[src/fms_pkg.sv]
// Package holding register map, field layouts and timing constants of the minislot supervisor.
package fms_pkg;
    localparam int unsigned CLK_MHZ = 125;
    // Macrotick duration limits in microseconds.
    localparam int unsigned MT_MIN_US = 1;
    localparam int unsigned MT_MAX_US = 6;
    localparam int unsigned MT_MIN_CYC = MT_MIN_US * CLK_MHZ;
    // Register byte offsets.
    localparam logic [11:0] REG_CTRL = 12'h000;
    localparam logic [11:0] REG_TIMING = 12'h004;
    localparam logic [11:0] REG_CYCLE = 12'h008;
    localparam logic [11:0] REG_THRESH = 12'h00C;
    localparam logic [11:0] REG_STATUS = 12'h010;
    localparam logic [11:0] REG_SEG = 12'h014;
    localparam logic [11:0] REG_EVENT = 12'h018;
    // Reset values.
    localparam logic [5:0] RST_MINISLOT = 6'h02;
    localparam logic [4:0] RST_ACTION = 5'h01;
    localparam logic [12:0] RST_NUM_MINI = 13'h0000;
    localparam logic [13:0] RST_DYN_START = 14'h0008;
    localparam logic [13:0] RST_CYCLE_US = 14'h03E8;
    localparam logic [13:0] RST_MT_PER_CYC = 14'h03E8;
    localparam logic [3:0] RST_PAS_THR = 4'h1;
    localparam logic [3:0] RST_FAT_THR = 4'h1;
    localparam logic [10:0] RST_SLOT_ID = 11'h001;

    typedef enum logic [2:0] {
        FMS_ACTIVE = 3'b001,
        FMS_PASSIVE = 3'b010,
        FMS_HALT = 3'b100
    } fms_poc_e;

    // Dynamic-segment configuration fields, carried together.
    typedef struct packed {
        logic [5:0] minislot_duration;
        logic [4:0] minislot_action_offset;
        logic [12:0] num_minislots;
        logic [13:0] dyn_start;
    } fms_dyn_cfg_s;

    // Per-macrotick status word seen by the transmit side.
    typedef struct packed {
        logic in_dynamic;
        logic action_point;
        logic [10:0] slot_id;
    } fms_dyn_stat_s;
endpackage

[src/fms_supervisor.sv]
// Minislot timing and clock correction supervisor with an APB register file.
//
// The register addresses and register access over APB are this design's own decisions.
`timescale 1ns/1ps
module fms_supervisor #(
    parameter int unsigned CYC_W = 14
) (
    input wire logic core_clk_i,
    input wire logic resetn_i,
    input wire logic psel_i,
    input wire logic penable_i,
    input wire logic pwrite_i,
    input wire logic [11:0] paddr_i,
    input wire logic [31:0] pwdata_i,
    output logic [31:0] prdata_o,
    output logic pready_o,
    output logic pslverr_o,
    input wire logic cycle_start_i,
    input wire logic pair_end_i,
    input wire logic corr_valid_i,
    input wire logic tx_pending_i,
    input wire logic tx_busy_i,
    output logic mt_tick_o,
    output logic tx_start_o,
    output fms_pkg::fms_dyn_stat_s dyn_stat_o,
    output fms_pkg::fms_poc_e poc_state_o
);
    import fms_pkg::*;

    // Configuration and state registers.
    logic enable, next_enable;
    fms_dyn_cfg_s cfg, next_cfg;
    logic [13:0] cycle_us, next_cycle_us;
    logic [13:0] mt_per_cyc, next_mt_per_cyc;
    logic [3:0] pas_thr, next_pas_thr;
    logic [3:0] fat_thr, next_fat_thr;
    logic [31:0] prdata, next_prdata;
    logic pready, next_pready;
    logic pslverr, next_pslverr;
    logic [2:0] mt_us, next_mt_us;
    logic [9:0] mt_cnt, next_mt_cnt;
    logic mt_tick, next_mt_tick;
    logic [13:0] mt_in_cyc, next_mt_in_cyc;
    logic [5:0] ms_pos, next_ms_pos;
    logic [12:0] ms_idx, next_ms_idx;
    logic in_dyn, next_in_dyn;
    logic slot_used, next_slot_used;
    logic [10:0] slot_id, next_slot_id;
    logic act_pt, next_act_pt;
    logic tx_start, next_tx_start;
    logic [3:0] fail_cnt, next_fail_cnt;
    fms_poc_e poc, next_poc;
    logic ovf_flag, next_ovf_flag;

    // Rounded division of cycle duration by macroticks, clamped to the legal range.
    function automatic logic [2:0] mt_round(input logic [13:0] cyc, input logic [13:0] mpc);
        logic [14:0] q;
        q = 15'h0000;
        if (mpc != 14'h0000) begin
            q = 15'(({1'b0, cyc} + {2'b00, mpc[13:1]}) / {1'b0, mpc});
        end
        if (q < 15'(MT_MIN_US)) begin
            return 3'(MT_MIN_US);
        end else if (q > 15'(MT_MAX_US)) begin
            return 3'(MT_MAX_US);
        end
        return q[2:0];
    endfunction

    // APB slave: single-cycle access phase, unmapped offsets answer with an error.
    always_comb begin
        next_enable = enable;
        next_cfg = cfg;
        next_cycle_us = cycle_us;
        next_mt_per_cyc = mt_per_cyc;
        next_pas_thr = pas_thr;
        next_fat_thr = fat_thr;
        next_prdata = prdata;
        next_pslverr = 1'b0;
        next_ovf_flag = ovf_flag;
        next_pready = psel_i && !penable_i;
        if (psel_i && !penable_i) begin
            next_prdata = 32'h0000_0000;
            unique case (paddr_i)
                REG_CTRL: next_prdata = {31'h0, enable};
                REG_TIMING: next_prdata = {8'h0, cfg.num_minislots, cfg.minislot_action_offset,
                    cfg.minislot_duration};
                REG_CYCLE: next_prdata = {2'h0, mt_per_cyc, 2'h0, cycle_us};
                REG_THRESH: next_prdata = {24'h0, fat_thr, pas_thr};
                REG_STATUS: next_prdata = {14'h0, slot_id, fail_cnt, poc};
                // Zero minislots: no dynamic segment.
                // report zero start
                REG_SEG: next_prdata = {15'h0, mt_us,
                    (cfg.num_minislots == 13'h0000) ? 14'h0000 : cfg.dyn_start};
                REG_EVENT: next_prdata = {31'h0, ovf_flag};
                default: next_pslverr = 1'b1;
            endcase
            if (paddr_i > REG_EVENT || paddr_i[1:0] != 2'b00) begin
                next_pslverr = 1'b1;
            end
        end
        if (psel_i && penable_i && pwrite_i && pready) begin
            unique case (paddr_i)
                REG_CTRL: next_enable = pwdata_i[0];
                REG_TIMING: begin
                    if (pwdata_i[5:0] >= RST_MINISLOT) begin
                        next_cfg.minislot_duration = pwdata_i[5:0];
                    end
                    if (pwdata_i[10:6] != 5'h00) begin
                        next_cfg.minislot_action_offset = pwdata_i[10:6];
                    end
                    next_cfg.num_minislots = pwdata_i[23:11];
                end
                REG_CYCLE: begin
                    next_cycle_us = pwdata_i[13:0];
                    next_mt_per_cyc = pwdata_i[29:16];
                end
                REG_THRESH: begin
                    next_pas_thr = pwdata_i[3:0];
                    next_fat_thr = pwdata_i[7:4];
                end
                REG_SEG: next_cfg.dyn_start = pwdata_i[13:0];
                default: begin
                end
            endcase
        end
        // Slot overflow sticky flag; a set in the clearing cycle wins.
        if (psel_i && penable_i && pwrite_i && pready && paddr_i == REG_EVENT && pwdata_i[0]) begin
            next_ovf_flag = 1'b0;
        end
        if (mt_tick && in_dyn && slot_id == 11'h7FF && !slot_used) begin
            next_ovf_flag = 1'b1;
        end
    end

    always_ff @(posedge core_clk_i) begin
        if (!resetn_i) begin
            enable <= 1'b0;
            cfg <= '{RST_MINISLOT, RST_ACTION, RST_NUM_MINI, RST_DYN_START};
            cycle_us <= RST_CYCLE_US;
            mt_per_cyc <= RST_MT_PER_CYC;
            pas_thr <= RST_PAS_THR;
            fat_thr <= RST_FAT_THR;
            prdata <= 32'h0000_0000;
            pready <= 1'b0;
            pslverr <= 1'b0;
            ovf_flag <= 1'b0;
        end else begin
            enable <= next_enable;
            cfg <= next_cfg;
            cycle_us <= next_cycle_us;
            mt_per_cyc <= next_mt_per_cyc;
            pas_thr <= next_pas_thr;
            fat_thr <= next_fat_thr;
            prdata <= next_prdata;
            pready <= next_pready;
            pslverr <= next_pslverr;
            ovf_flag <= next_ovf_flag;
        end
    end

    // Macrotick generator and dynamic segment sequencer.
    always_comb begin
        next_mt_us = mt_round(cycle_us, mt_per_cyc);
        next_mt_cnt = mt_cnt;
        next_mt_tick = 1'b0;
        next_mt_in_cyc = mt_in_cyc;
        next_ms_pos = ms_pos;
        next_ms_idx = ms_idx;
        next_in_dyn = in_dyn;
        next_slot_used = slot_used;
        next_slot_id = slot_id;
        next_act_pt = 1'b0;
        next_tx_start = 1'b0;
        if (enable) begin
            if (mt_cnt >= 10'(mt_us * CLK_MHZ) - 10'h001) begin
                next_mt_cnt = 10'h000;
                next_mt_tick = 1'b1;
            end else begin
                next_mt_cnt = mt_cnt + 10'h001;
            end
        end else begin
            next_mt_cnt = 10'h000;
        end
        if (cycle_start_i) begin
            next_mt_in_cyc = 14'h0000;
            next_in_dyn = 1'b0;
            next_slot_id = RST_SLOT_ID;
        end else if (mt_tick) begin
            next_mt_in_cyc = mt_in_cyc + 14'h0001;
            if (mt_in_cyc + 14'h0001 == cfg.dyn_start && cfg.num_minislots != 13'h0000) begin
                next_in_dyn = 1'b1;
                next_ms_pos = 6'h00;
                next_ms_idx = 13'h0000;
                next_slot_used = 1'b0;
            end else if (in_dyn) begin
                // action point offset
                // The offset counts whole macroticks, so the point lands on the tick ending
                // macrotick number offset-1 of the minislot, never one tick late.
                if (ms_pos + 6'h01 == 6'(cfg.minislot_action_offset)) begin
                    next_act_pt = 1'b1;
                    if (tx_pending_i && !slot_used) begin
                        next_tx_start = 1'b1;
                        next_slot_used = 1'b1;
                    end
                end
                if (ms_pos == cfg.minislot_duration - 6'h01) begin
                    next_ms_pos = 6'h00;
                    next_ms_idx = ms_idx + 13'h0001;
                    if (!slot_used || !tx_busy_i) begin
                        next_slot_id = slot_id + 11'h001;
                        next_slot_used = 1'b0;
                    end
                    if (ms_idx + 13'h0001 == cfg.num_minislots) begin
                        next_in_dyn = 1'b0;
                    end
                end else begin
                    next_ms_pos = ms_pos + 6'h01;
                end
            end
        end
    end

    always_ff @(posedge core_clk_i) begin
        if (!resetn_i) begin
            mt_us <= 3'(MT_MIN_US);
            mt_cnt <= 10'h000;
            mt_tick <= 1'b0;
            mt_in_cyc <= 14'h0000;
            ms_pos <= 6'h00;
            ms_idx <= 13'h0000;
            in_dyn <= 1'b0;
            slot_used <= 1'b0;
            slot_id <= RST_SLOT_ID;
            act_pt <= 1'b0;
            tx_start <= 1'b0;
        end else begin
            mt_us <= next_mt_us;
            mt_cnt <= next_mt_cnt;
            mt_tick <= next_mt_tick;
            mt_in_cyc <= next_mt_in_cyc;
            ms_pos <= next_ms_pos;
            ms_idx <= next_ms_idx;
            in_dyn <= next_in_dyn;
            slot_used <= next_slot_used;
            slot_id <= next_slot_id;
            act_pt <= next_act_pt;
            tx_start <= next_tx_start;
        end
    end

    // Clock correction supervision; halt is left only by reset.
    always_comb begin
        next_fail_cnt = fail_cnt;
        next_poc = poc;
        if (pair_end_i && poc != FMS_HALT) begin
            if (corr_valid_i) begin
                next_fail_cnt = 4'h0;
            end else if (fail_cnt != 4'hF) begin
                next_fail_cnt = fail_cnt + 4'h1;
            end
            if (!corr_valid_i && fail_cnt + 4'h1 >= fat_thr) begin
                next_poc = FMS_HALT;
            end else if (!corr_valid_i && poc == FMS_ACTIVE && fail_cnt + 4'h1 >= pas_thr) begin
                next_poc = FMS_PASSIVE;
            end
        end
    end

    always_ff @(posedge core_clk_i) begin
        if (!resetn_i) begin
            fail_cnt <= 4'h0;
            poc <= FMS_ACTIVE;
        end else begin
            fail_cnt <= next_fail_cnt;
            poc <= next_poc;
        end
    end

    assign prdata_o = prdata;
    assign pready_o = pready;
    assign pslverr_o = pslverr;
    assign mt_tick_o = mt_tick;
    assign tx_start_o = tx_start;
    assign dyn_stat_o = '{in_dyn, act_pt, slot_id};
    assign poc_state_o = poc;

    // Checks on the supervision and sequencing logic.
    // Halt follows an uncorrected pair at the fatal threshold.
    property p_halt;
        @(posedge core_clk_i) disable iff (!resetn_i)
        (pair_end_i && !corr_valid_i && poc != FMS_HALT && fail_cnt + 4'h1 >= fat_thr)
            |=> poc == FMS_HALT;
    endproperty
    a_halt: assert property (p_halt) else $error("fatal threshold did not halt");
    property p_passive;
        @(posedge core_clk_i) disable iff (!resetn_i)
        (pair_end_i && !corr_valid_i && poc == FMS_ACTIVE && fail_cnt + 4'h1 >= pas_thr)
            |=> poc != FMS_ACTIVE;
    endproperty
    a_passive: assert property (p_passive) else $error("passive threshold missed");
    property p_clear;
        @(posedge core_clk_i) disable iff (!resetn_i)
        (pair_end_i && corr_valid_i && poc != FMS_HALT) |=> fail_cnt == 4'h0;
    endproperty
    a_clear: assert property (p_clear) else $error("failure count not cleared");
    property p_halt_sticky;
        @(posedge core_clk_i) disable iff (!resetn_i)
        poc == FMS_HALT |=> poc == FMS_HALT;
    endproperty
    a_halt_sticky: assert property (p_halt_sticky) else $error("halt left");
    property p_tx_at_act;
        @(posedge core_clk_i) disable iff (!resetn_i)
        tx_start |-> act_pt && in_dyn;
    endproperty
    a_tx_at_act: assert property (p_tx_at_act) else $error("start off action point");
    property p_act_pos;
        @(posedge core_clk_i) disable iff (!resetn_i)
        act_pt |-> $past(ms_pos) + 6'h01 == 6'(cfg.minislot_action_offset);
    endproperty
    a_act_pos: assert property (p_act_pos) else $error("action point misplaced");
    property p_slot_adv;
        @(posedge core_clk_i) disable iff (!resetn_i)
        (mt_tick && in_dyn && !cycle_start_i && !slot_used
            && ms_pos == cfg.minislot_duration - 6'h01) |=> slot_id == $past(slot_id) + 11'h001;
    endproperty
    a_slot_adv: assert property (p_slot_adv) else $error("empty slot not advanced");
    property p_mt_range;
        @(posedge core_clk_i) disable iff (!resetn_i)
        mt_us >= 3'(MT_MIN_US) && mt_us <= 3'(MT_MAX_US);
    endproperty
    a_mt_range: assert property (p_mt_range) else $error("macrotick out of range");
    c_halt: cover property (@(posedge core_clk_i) disable iff (!resetn_i) poc == FMS_HALT);
    c_passive: cover property (@(posedge core_clk_i) disable iff (!resetn_i)
        poc == FMS_PASSIVE);
    c_tx: cover property (@(posedge core_clk_i) disable iff (!resetn_i) tx_start);
endmodule

[config.mk]
export PLATFORM = sky130hd
export DESIGN_NAME = fms_supervisor
export DESIGN_NICKNAME = d
export VERILOG_FILES = /design/src/fms_pkg.sv /design/src/fms_supervisor.sv
export SDC_FILE = /design/constraint.sdc
export NUM_CORES = 1
export LEC_CHECK = 0
export ABC_AREA = 1
export BUFFER_PORTS_ARGS = -buffer_cell sky130_fd_sc_hd__buf_2
export CAP_MARGIN = 20
export CORE_AREA = 2 2 171 173
export DETAILED_ROUTE_END_ITERATION = 10
export DIE_AREA = 0 0 173 175
export PLACE_DENSITY_LB_ADDON = 0.05
export SLEW_MARGIN = 20
export SYNTH_ARGS = -nofsm -noshare
export SYNTH_HDL_FRONTEND = slang
export SYNTH_SLANG_ARGS = --single-unit
[constraint.sdc]
create_clock -name core_clk_i -period 40.1 [get_ports core_clk_i]
set_input_delay 12.03 -clock core_clk_i [delete_from_list [all_inputs] [get_ports core_clk_i]]
set_output_delay 12.03 -clock core_clk_i [all_outputs]
set_load 0.1 [all_outputs]
# After elaboration in Yosys (flattened, before gate mapping)
# Cells that the tools add are included.
# totals
out_inout_bits	52
reg_bits	179
inputBits	54
word_cells	151
# op_classes
mul	1
div	1
n_reduce_logical	51
muxes	35
addsub	9
n_eq_ne	14
magnitude_cmp	7
bitwise	7
# op_table
operator	count
$pmux W30 S7	1
$mux W13	3
$eq A12 B5 Y1 const B	3
$eq A12 B4 Y1 const B	2
$mux W1	19
$mux W6	3
$reduce_and A2 Y1	9
$add A14 B13 Y15	1
$div A15 B14 Y15	1
$gt A15 B3 Y1 const B	1
$logic_and A1 B1 Y1	15
$lt A15 B1 Y1 const B	1
$mux W15	1
$mux W3	5
$add A14 B1 Y14 const B	1
$eq A14 B14 Y1	1
$mux W14	1
$reduce_bool A14 Y1	1
$add A13 B1 Y13 const B	1
$eq A13 B13 Y1	1
$logic_not A13 Y1	1
$reduce_bool A13 Y1	1
$eq A12 B3 Y1 const B	1
$gt A12 B5 Y1 const B	1
31 further kinds	50

# Longest topological paths before layout
# Gate-level depths: netlist (run 1).
# logic_depth
word_depth	8
mapped_depth	222

# Least setup slack after synthesis (run 1)
# No wires, ideal clock.
# synth_path
kind	register to register
from	register cycle_us[0]
to	register mt_us[2]
path_stages_with_launch	219
synth_period_minus_slack_ns	25.323
path_buffers	11
slack_ns	14.777
arrival_time_ns	25.190
t_required_ns	39.968
path_cell_list	dfxtp_1 ha_1 fa_1 nand3_1 nand2_1 nand3_1 nand3_1 nand2_1 a21oi_1 ha_1 nand4_1 nor2_1 nand2_1 nor2_1 nand3_1 nand3_1 nand2_1 ha_1 [183 not listed] a21oi_1 o21ai_0 a21oi_1 o21ai_0 a21oi_1 nor2_1 nor2_1 o221ai_1 nand2_1 o41ai_1 o21ai_0 nand2_1 a211oi_1 nand2_1 nand2_1 nand2_1 nand2_1 a21oi_1
# synth_via
elab_chain_len	7
elab_cells_between_ends	9
# synth_lines
element	line	source
start: declaration	fms_supervisor.sv:33	logic [13:0] cycle_us, next_cycle_us;
start signal: assignment	fms_supervisor.sv:151	cycle_us <= next_cycle_us;
$add A14 B13 Y15 (*)	fms_supervisor.sv:60	q = 15'(({1'b0, cyc} + {2'b00, mpc[13:1]}) / {1'b0, mpc});
$div A15 B14 Y15 (*)	fms_supervisor.sv:60	
$mux W15 (*)	fms_supervisor.sv:59	if (mpc != 14'h0000) begin
$gt A15 B3 Y1	fms_supervisor.sv:64	end else if (q > 15'(MT_MAX_US)) begin
$mux W1	fms_supervisor.sv:64	
$mux W1	fms_supervisor.sv:62	if (q < 15'(MT_MIN_US)) begin
$mux W3 (*)	fms_supervisor.sv:67	return q[2:0];
end signal: assignment	fms_supervisor.sv:226	mt_us <= 3'(MT_MIN_US);
end signal: assignment	fms_supervisor.sv:238	mt_us <= next_mt_us;
end: declaration	fms_supervisor.sv:40	logic [2:0] mt_us, next_mt_us;
# Every way passes the cells marked *; elsewhere a longest branch is shown, timed or not.
# A chain may end at the register's enable or synchronous reset.

# Final worst setup path (run 1)
# layout_path
from	register mt_per_cyc[1]
to	register mt_us[2]
# layout_via
elab_chain_len	7
elab_cells_between_ends	10
# layout_lines
element	line	source
start: declaration	fms_supervisor.sv:34	logic [13:0] mt_per_cyc, next_mt_per_cyc;
start signal: assignment	fms_supervisor.sv:152	mt_per_cyc <= next_mt_per_cyc;
$add A14 B13 Y15	fms_supervisor.sv:60	
$div A15 B14 Y15	fms_supervisor.sv:60	
$mux W15 (*)	fms_supervisor.sv:59	
$gt A15 B3 Y1	fms_supervisor.sv:64	
$mux W1	fms_supervisor.sv:64	
$mux W1	fms_supervisor.sv:62	
$mux W3 (*)	fms_supervisor.sv:67	
# Marked as above.

==> results of run 1 <==
==> final cells by class <==
cell class                 count  share of cell area
tap                          384              0.0286
clock inverter                14              0.0120
sequential                   177               0.211
multi-input combinational   1659               0.614
inverter                     314              0.0706
clock buffer                  18              0.0261
timing repair buffer         117              0.0372
==> sequential cells by signal, indices dropped and copies added (netlist names), 6 cells and up <==
signal and flops:
cycle_us 14, ms_pos 6, mt_in_cyc 14, mt_per_cyc 14, ms_idx 13, mt_cnt 10
slot_id 11, prdata_o 30, cfg 38
==> worst max-delay path, delay by kind of cell (launching register included) <==
family / cells / cell delay, ps
buffers and inverters: 19 / 1570
AOI/OAI and AO/OA: 85 / 13930
and+or+nand+nor: 81 / 9550
DFF: 1 / 420
adders and majority gates: 17 / 5290
==> layout by cell type (no fill, tap or decap), types with 5 or more instances in the layout <==
cell,count
nand2_1,424
inv_1,294
a21oi_1,184
dfxtp_1,177
ha_1,168
o21ai_0,144
nor2_1,130
nand3_1,112
buf_2,101
xor2_1,77
xnor2_1,53
nor3_1,35
o21ai_2,34
o22ai_1,31
nand4_1,25
o21ai_1,24
nand2_2,20
a21o_1,18
clkbuf_16,17
inv_2,16
buf_4,16
nor2_2,15
o21bai_1,11
nor4_1,11
o31ai_1,10
or2_2,10
a211oi_1,10
a21oi_2,9
a21oi_4,7
o32ai_1,6
inv_6,5
nand3_2,5
o2111ai_1,5
o211ai_1,5
o21a_1,5
==> power by group <==
part | switching, uW | internal (uW) | total, uW
logic | 14.5 | 4.79 | 19.3
registers | 0.600 | 176 | 177
clock network | 78.1 | 107 | 185
==> stage by stage <==
| step | util | setup slack, ps | hold slack [ps] |
|---|---|---|---|
| floorplan | - | 14780 | 429 |
| global placement | 0.569 | 10000 | 444 |
| detailed placement | 0.569 | 9170 | 445 |
| CTS | 0.592 | 9080 | 461 |
| global route | 0.592 | 5760 | 481 |
| finish | 0.592 | 9100 | 462 |
==> logic make-up after synthesis <==
kind of cell / count (synthesis)
fa+ha+maj: 172
simple gates: 822
flops: 177
xor+xnor: 130
other cells: 1
buf+inv: 381
compound gates: 533
==> path summary, 6_finish.rpt <==
path | from | endpoint | slack, ps | depth (start not counted)
min | prdata_o[16]$_SDFFE_PN0P_ | prdata_o[16]$_SDFFE_PN0P_ | 460 | 2
max | mt_per_cyc[1]$_SDFFE_PN0P_ | mt_us[2]$_SDFF_PN0_ | 9100 | 202
max reg2reg | mt_per_cyc[1]$_SDFFE_PN0P_ | mt_us[2]$_SDFF_PN0_ | 9100 | 202
min reg2reg | prdata_o[16]$_SDFFE_PN0P_ | prdata_o[16]$_SDFFE_PN0P_ | 460 | 2
==> metal layers <==
metal / vias up / wire length, um / global-route usage
met5: - / 0 / 0
met4: 0 / 1710 / 0.134
met3: 94 / 2180 / 0.0372
met2: 397 / 21800 / 0.525
met1: 6854 / 18600 / 0.343
li1: 7561 / - / -
==> results.md, run 1 <==
- Power per Cell Area: 22.7 mW/mm2
- Port Buffer Count: 101
- Register area share after synthesis: 0.231
- Leakage: 0.00802 uW
- Root buffer cell: clkbuf_16
- Initial antenna violation count: 0
- Cell mode on critical path: nand2_1
- Vias per cell: 5.56
- Synth Instances: 2216
- DRT Pass-1 Iters: 7
- Die width: 173 um
- Global-route wire length before repair: 70600 um
- Dominant synthesized flop cell: dfxtp_1
- Synth top area share: 0.231
- Final total power: 381 uW
- Core area: 0.0284 mm2
- Post-synthesis adder-cell area fraction: 0.142
- Post-DP Area: 0.0162 mm2
- Setup TNS: 0 ps
- Largest family of logic cells by synthesized area: simple AND/OR/NAND/NOR gates
- Final setup viols: 0
- Worst setup SP type: flip-flop
- Share of layout cells above drive strength 1: 0.129
- Clock Latency Late Sink: 450 ps
- IO Pins: 106
- XOR/XNOR Fraction of Synth Area: 0.0742
- H-tree depth: 4
- Post-Place Cells: 2651
- HP Class: reg2reg
- Non-Filler Instances: 2683
- Compound-Gate Fraction of Synth Area: 0.214
- Die area: 0.0303 mm2
- WP data required: 40380 ps
- Filler cell count: 2740
- Period utilisation layout: 0.773
- Crit Path Max Fanout: 24
- Post-synth ARST share: 0
- Detail Route Antenna Nets: 0
- Data arrival, critical path: 31280 ps
- Number of hold buffers added after cts: 0
- Fin nets: 2512
- Fmax: 32.3 MHz
- Kind of critical path: reg2reg
- Fin. Hold Viols: 0
- Clock tree buffer depth: 2
- DRC: 0
- Via count: 14900
- Syn. warnings: 0
- Top cells by count, synth: nand2_1, inv_1, a21oi_1, dfxtp_1, ha_1
- Resize count post-CTS: 0
- Ant diodes: 0
- DIE HEIGHT: 175 um
- GRT Total Usage: 0.291
- Number of synthesized register bits: 177
- CP max stage cell: and3_1
- Multiplexer area fraction after synthesis: 0
- Max Slew Vio Count: 0
- FP Rows: 62
- Syn Std Cell Area: 0.0154 mm2
- Setup Fix Bufs, Post-CTS: 0
- HPWL Detailed: 34300 um
- Skew final: 11.3 ps
- Area growth syn-to-layout: 9.41%
- Max incr delay on CP: 690 ps
- TritonCTS clock tree: yes
- Post-synthesis cell type count: 73
- Placer Congestion: 0.919
- Final min period: 31000 ps
- Register Area: 0.00354 mm2
- # Max-Cap Violations: 0
- Status: completed
- Max rail drop VDD: 0.0276 mV
- Clk slew on worst S/H paths: 80 ps
- Initial Util: 0.541
- DR WL/cell: 16.5 um
- Syn_area_per_cell: 6.93 um2
- Largest net degree at the start of global routing: 77
- Simple-gate share of the synthesized area: 0.241
- WL final: 44300 um
- TritonCTS Buffers: 17
- Ranking of synthesized cells by area: dfxtp_1, ha_1, nand2_1, inv_1, a21oi_1
- Vias in the first global route: 14100
- Worst-Margin Slew: 978 ps
- Clock sinks: 177
- DRT iter0 DRCs: 938
- Setup crit end kind: flip-flop
- Most numerous cell in the Yosys netlist: nand2_1
- Largest area contributor in the netlist: dfxtp_1
- RSZ-0062 raised after global routing: false
- Worst slew margin: 0.347
- EDFF count, synth: 0
- Multi-input gate area: 0.0103 mm2
- Total grt overflow: 0
- Design area: 0.0168 mm2
Power figures use the tool's default switching activity.
==> run 2: changes to the inputs <==
- ABC_AREA: 1 -> 0
- CORE_AREA: 2 2 171 173 -> 2 2 174 176
- DIE_AREA: 0 0 173 175 -> 0 0 176 178
- clock period: 40.1 -> 28.8 ns (I/O delays scaled with it)
==> run 2 against run 1 <==
Net effect: global-route usage rose by 2.7 points; clock power up 35%; sequential share of layout area fell by 1.6 points; power grew 41%; first-iteration DRC count rose by 39%; maximum frequency up 15%; utilization increased by 2.8 points.
==> results.md, run 2 <==
- Status: completed
- Die width: 176 um (+1.7%)
- Syn_area_per_cell: 7.64 um2 (+10%)
- Post-synth ARST share: 0 (unchanged)
- # Max-Cap Violations: 0 (unchanged)
- Area growth syn-to-layout: 13.5%
- Multiplexer area fraction after synthesis: 0.0295 (+0.0295)
- Most frequent cells in the layout: nand2_1, dfxtp_1, nor2_1
- Leakage: 0.00770 uW (-4.0%)
- Clock Latency Late Sink: 450 ps (about the same)
- DRT iter0 DRCs: 1307 (+39%)
- CP bufs+invs: 12 (-7)
- Filler cell count: 2758 (+0.66%)
- Vias in the first global route: 15000 (+6.2%)
- Port Buffer Count: 101 (unchanged)
- Post-Place Cells: 2599 (-2.0%)
- Ranking of synthesized cells by area: dfxtp_1, ha_1, nand2_1, xnor2_1, nor2_1
- Dominant synthesized flop cell: dfxtp_1
- Cell mode on critical path: ha_1
- DIE HEIGHT: 178 um (+1.7%)
- Register area share after synthesis: 0.221 (-0.00990)
- Detail Route Antenna Nets: 0 (unchanged)
- H-tree depth: 4 (unchanged)
- Max incr delay on CP: 490 ps (-200 ps)
- Initial antenna violation count: 0 (unchanged)
- Fmax: 37.0 MHz (+15%)
- Multi-input gate area: 0.0119 mm2 (+15%)
- DRC: 0 (unchanged)
- TritonCTS clock tree: yes
- Synth top area share: 0.221 (-0.00990)
- HPWL Detailed: 39000 um (+14%)
- Clk slew on worst S/H paths: 70 ps (about the same)
- Via count: 16000 (+7.4%)
- Register Area: 0.00354 mm2 (unchanged)
- Max Slew Vio Count: 0 (unchanged)
- Global-route wire length before repair: 78700 um (+11%)
- Most numerous cell in the Yosys netlist: nand2_1
- Flop2flop setup slack: 1770 ps (-7330 ps)
- Core Util, Final: 0.619 (+0.0276)
- Fin nets: 2460 (-2.1%)
- Design area: 0.0182 mm2 (+8.4%)
- WP data required: 29150 ps (-11230 ps)
- Worst setup SP type: flip-flop
- Max rail drop VDD: 0.0399 mV (+44%)
- Compound-Gate Fraction of Synth Area: 0.237 (+0.0236)
- TritonCTS Buffers: 17 (unchanged)
- Post-synthesis adder-cell area fraction: 0.136 (-0.00610)
- Clock sinks: 177 (unchanged)
- Share of layout cells above drive strength 1: 0.143 (+0.0146)
- Max reg flops: 38 (unchanged)
- EDFF count, synth: 0 (unchanged)
- IO Pins: 106 (unchanged)
- WL final: 50300 um (+13%)
- Top cells by count, synth: nand2_1, dfxtp_1, nor2_1, ha_1, a21oi_1
- Period utilisation layout: 0.938 (+0.165)
- Clock tree buffer depth: 2 (unchanged)
- DR WL/cell: 19.1 um (+15%)
- Most common cell after layout, fill and taps aside: nand2_1
- Syn Std Cell Area: 0.0160 mm2 (+4.5%)
- Crit Path Max Fanout: 13 (-46%)
- Pre-CTS WS: 580 ps (-8590 ps)
- DRT Pass-1 Iters: 5 (-2)
- Setup ws final: 1770 ps (-7330 ps)
- CP max stage cell: or3_1
- Largest net degree at the start of global routing: 63 (-18%)
- Power per Cell Area: 29.4 mW/mm2 (+30%)
- Die area: 0.0313 mm2 (+3.5%)
- Core area: 0.0294 mm2 (+3.6%)
- Largest area contributor in the netlist: dfxtp_1
- Root buffer cell: clkbuf_16
- Total grt overflow: 0 (unchanged)
- Number of synthesized register bits: 177 (unchanged)
- Non-Filler Instances: 2638 (-1.7%)
- Final total power: 536 uW (+41%)
- Worst-Margin Slew: 890 ps (-87.6 ps)
- Final min period: 27030 ps (-3970 ps)
- Final setup viols: 0 (unchanged)
- GRT Total Usage: 0.318 (+0.0268)
- Vias per cell: 6.07 (+9.2%)
- Cell family with most CP delay: compound AO/OA/AOI/OAI gates
- FP Rows: 63 (+1.6%)
- XOR/XNOR Fraction of Synth Area: 0.0841 (+0.00992)
- Setup crit end kind: flip-flop
- Fin. Hold Viols: 0 (unchanged)
- Post-synthesis cell type count: 88 (+21%)
- Number of hold buffers added after cts: 0 (unchanged)
- Syn. warnings: 0 (unchanged)
- Placer Congestion: 0.921 (+0.21%)
- Simple-gate share of the synthesized area: 0.248 (+0.00746)
- Largest family of logic cells by synthesized area: simple AND/OR/NAND/NOR gates
- Post-DP Area: 0.0174 mm2 (+8.0%)
- HP Class: reg2reg
- Worst slew margin: 0.391 (+0.0446)
- Skew final: 11.9 ps (+0.647 ps)
- Kind of critical path: reg2reg
- Data arrival, critical path: 27370 ps (-3910 ps)
- Synth Instances: 2098 (-5.3%)
- Most flop-heavy register: cfg
- Initial Util: 0.546 (+0.00484)
-- run 2: cell types whose count changed after synthesis, moves of 41 or more --
cell / before / now
a21boi_0: 2 / 62
nand3_1: 112 / 71
nand2_1: 424 / 272
nor2_1: 131 / 174
a21oi_1: 184 / 113
inv_1: 295 / 79
o21ai_0: 144 / 97
-- run 2: metal layers --
layer	vias up	wire [um]	track usage
met5	-	0	0
met3	139	2820	0.0375
li1	7855	-	-
met1	7452	20800	0.378
met2	563	24300	0.573
met4	0	2320	0.145
-- run 2: path summary, 6_finish.rpt --
path                                           startpoint                   endpoint  cells after the start
worst max-delay path             cycle_us[0]$_SDFFE_PN0P_        mt_us[0]$_SDFF_PN1_                    125
worst max register to register   cycle_us[0]$_SDFFE_PN0P_        mt_us[0]$_SDFF_PN1_                    125
worst min register to register  prdata_o[28]$_SDFFE_PN0P_  prdata_o[28]$_SDFFE_PN0P_                      2
worst min-delay path            prdata_o[28]$_SDFFE_PN0P_  prdata_o[28]$_SDFFE_PN0P_                      2
-- run 2: report_power, final --
group	leakage [uW]	internal, uW	switching [uW]
combinational	0.00597	9.77	28.9
clock	0.000303	143	106
sequential	0.00143	247	1.88
total	0.00770	399	137
-- run 2: logic make-up (layout without fill, tap and decap cells) --
group,count (synthesis),in the layout
simple gates,813,813
xor+xnor,154,154
flops,177,177
other cells,1,3
compound gates,562,562
fa+ha+maj,172,172
mux,44,44
buf+inv,175,323
-- run 2: cell type report --
| class | count | area share |
|---|---|---|
| clock inverter | 13 | 0.00955 |
| sequential | 177 | 0.195 |
| clock buffer | 19 | 0.0249 |
| inverter | 80 | 0.0165 |
| multi-input combinational | 1747 | 0.652 |
| timing repair buffer | 211 | 0.0753 |
| tap | 390 | 0.0268 |
| antenna | 1 | 0.000137 |
-- run 2: worst min-delay path, stage by stage (launching register included) --
cell	delay (ps)
dfxtp_1	310
nand2_1	50
a21boi_0	60
-- run 2: metrics by stage --
stage	hold slack (ps)	TNS [ps]
after global placement	450	0
after floorplan	435	0
after detailed placement	456	0
after CTS	465	0
final	463	0
after global routing	493	-31.6
-- run 2: repair_timing --
action / CTS / global route
resized for setup: 0 / 23
endpoints found under the setup margin: 0 / 1
setup buffers: 0 / 6
==> run 3: changes to the inputs <==
- ABC_AREA: 0 -> 1
- CORE_AREA: 2 2 174 176 -> 2 2 171 173
- DIE_AREA: 0 0 176 178 -> 0 0 173 175
==> run 3 against run 2 <==
Net effect: via count decreased by 6.0%; combinational power down 30%; non-clock buffer count down 50; utilization down 0.89 points; sequential cell count did not move; final cell count increased by 3.4%; register-to-register slack better by 550 ps; critical endpoint is now mt_us[2]$_SDFF_PN0_; highest routed layer unchanged.
==> results.md, run 3 (synthesis results as in run 1) <==
- CP max stage cell: fa_2
- GRT Total Usage: 0.294 (-0.0238)
- Vias in the first global route: 14200 (-5.3%)
- Max rail drop VDD: 0.0289 mV (-27%)
- Status: completed
- Crit Path Max Fanout: 18 (+5)
- Detail Route Antenna Nets: 0 (unchanged)
- DR WL/cell: 16.4 um (-14%)
- Max incr delay on CP: 370 ps (-120 ps)
- RR Startpoint: cycle_us[0]$_SDFFE_PN0P_
- FP Rows: 62 (-1.6%)
- Post-Place Cells: 2675 (+2.9%)
- Met1 usage: 0.354 (-0.0242)
- Period utilisation layout: 0.919 (-0.0191)
- Setup TNS: 0 ps (unchanged)
- Fin. Hold Viols: 0 (unchanged)
- Non-Filler Instances: 2727 (+3.4%)
- Most frequent cells in the layout: nand2_1, inv_1, a21oi_1
- Cell mode on critical path: nand2_1
- IO Pins: 106 (unchanged)
- Vias per cell: 5.52 (-9.1%)
- Multi-input gate area: 0.0105 mm2 (-12%)
- Top Usage Layer GRT: met2
- Hold endpoint: prdata_o[14]$_SDFFE_PN0P_
- Initial antenna violation count: 0 (unchanged)
- DRC: 0 (unchanged)
- Ant diodes: 0 (-1)
- Worst-Margin Slew: 954 ps (+63.3 ps)
- Fin nets: 2556 (+3.9%)
- Flop2flop setup slack: 2320 ps (+550 ps)
- Max Slew Vio Count: 0 (unchanged)
- Final min period: 26480 ps (-551 ps)
- FF-to-FF path depth: 203 (+62%)
- Root buffer cell: clkbuf_16
- Global-route wire length before repair: 71700 um (-8.9%)
- Filler cell count: 2776 (+0.65%)
- Fmax: 37.8 MHz (+2.1%)
- Share of layout cells above drive strength 1: 0.158 (+0.0150)
- Largest net degree at the start of global routing: 77 (+22%)
- Number of hold buffers added after cts: 0 (unchanged)
- Most flop-heavy register: cfg
- Most common cell after layout, fill and taps aside: nand2_1
- Via count: 15000 (-6.0%)
- M3 GR Usage: 0.0346 (-0.00292)
- Power per Cell Area: 31.1 mW/mm2 (+5.7%)
- Leakage: 0.00824 uW (+7.0%)
- Max reg flops: 38 (unchanged)
- DRT Pass-1 Iters: 6 (+1)
- Area growth syn-to-layout: 12.9%
- Port Buffer Count: 101 (unchanged)
- Skew final: 11.2 ps (-0.738 ps)
- Initial Util: 0.541 (-0.00484)
- Total grt overflow: 0 (unchanged)
- Worst Hold Launch: prdata_o[14]$_SDFFE_PN0P_
- Core area: 0.0284 mm2 (-3.4%)
- Die width: 173 um (-1.7%)
- Worst setup SP type: flip-flop
- DIE HEIGHT: 175 um (-1.7%)
- RR Endpoint: mt_us[2]$_SDFF_PN0_
- Register Area: 0.00354 mm2 (about the same)
- DRT iter0 DRCs: 1018 (-22%)
- Die area: 0.0303 mm2 (-3.4%)
- HP Class: reg2reg
- Setup crit end kind: flip-flop
- Placer Congestion: 0.896 (-2.8%)
- Clock tree buffer depth: 2 (unchanged)
- Worst Hold Path Cells: 2 (unchanged)
- Met2 Track Usage GR: 0.539 (-0.0333)
- Final setup viols: 0 (unchanged)
- H-tree depth: 4 (unchanged)
- Clock Latency Late Sink: 450 ps (about the same)
- Kind of critical path: reg2reg
- HPWL Detailed: 34600 um (-11%)
- # Max-Cap Violations: 0 (unchanged)
- Data arrival, critical path: 26760 ps (-610 ps)
- Clk slew on worst S/H paths: 70 ps (about the same)
- TritonCTS Buffers: 17 (unchanged)
- Worst slew margin: 0.363 (-0.0284)
- Final total power: 539 uW (+0.64%)
- TritonCTS clock tree: yes
- Clock sinks: 177 (unchanged)
- WL final: 44800 um (-11%)
- WP data required: 29080 ps (-70 ps)
-- run 3: cell count changes in the layout (fill, tap and decap cells not counted), sizes merged, moves of 40 or more --
cell    change
nand2     +176
a21oi      +87
nand3      +45
inv       +231
buf        -50
xnor2      -40
nor2b      -40
a21boi     -61
o21ai      +85
-- run 3: area by class of cell --
type                    count  share of cell area
well taps                 384              0.0277
clock inverters            14              0.0130
clock buffers              18              0.0253
multi-input cells        1659               0.604
inverters                 314              0.0686
flip-flops and latches    177               0.205
repair buffers            161              0.0568
-- run 3: per-stage QoR --
stage	cell area [um2]	hold slack (ps)	worst slack, ps	utilization
after CTS	17000	465	816	0.599
after global placement	16300	443	1420	0.576
after floorplan	15400	429	3480	-
after global routing	17300	485	-131	0.610
final	17300	461	2320	0.610
after detailed placement	16300	454	877	0.576
-- run 3: repair_timing --
item                                    in CTS  in global routing
gates resized for setup                      0                 50
buffers inserted                             0                 20
endpoints found under the setup margin       0                  3
-- run 3: critical path, delay by kind of cell, from the launching register on --
family,cells,cell delay (ps)
AO/OA/AOI/OAI,76,10420
adder cells (fa/ha/maj),17,5090
buffers and inverters,23,1930
flip-flops,1,360
AND/OR/NAND/NOR,87,8450
-- run 3: worst max-delay path by stage --
stage	start	to	slack, ps	depth (start not counted)
final	cycle_us[0]$_SDFFE_PN0P_	mt_us[2]$_SDFF_PN0_	2320	203
after global routing	mt_per_cyc[1]$_SDFFE_PN0P_	mt_us[2]$_SDFF_PN0_	-130	206
after CTS	cycle_us[0]$_SDFFE_PN0P_	mt_us[2]$_SDFF_PN0_	820	201
after detailed placement	cycle_us[0]$_SDFFE_PN0P_	mt_us[2]$_SDFF_PN0_	880	201
after global placement	cycle_us[0]$_SDFFE_PN0P_	mt_us[2]$_SDFF_PN0_	1420	201
after floorplan	cycle_us[0]$_SDFFE_PN0P_	mt_us[2]$_SDFF_PN0_	3480	218
-- run 3: power by group --
group          leakage (uW)  total [uW]  internal, uW  switching (uW)
sequential          0.00143         246           245           0.775
clock              0.000319         266           158             108
combinational       0.00649        27.1          6.78            20.3
-- run 3: routing by layer --
| metal | vias up | wire length [um] |
|---|---|---|
| met5 | - | 0 |
| met2 | 371 | 22300 |
| met1 | 6922 | 19200 |
| met4 | 0 | 1480 |
| li1 | 7656 | - |
| met3 | 92 | 1820 |
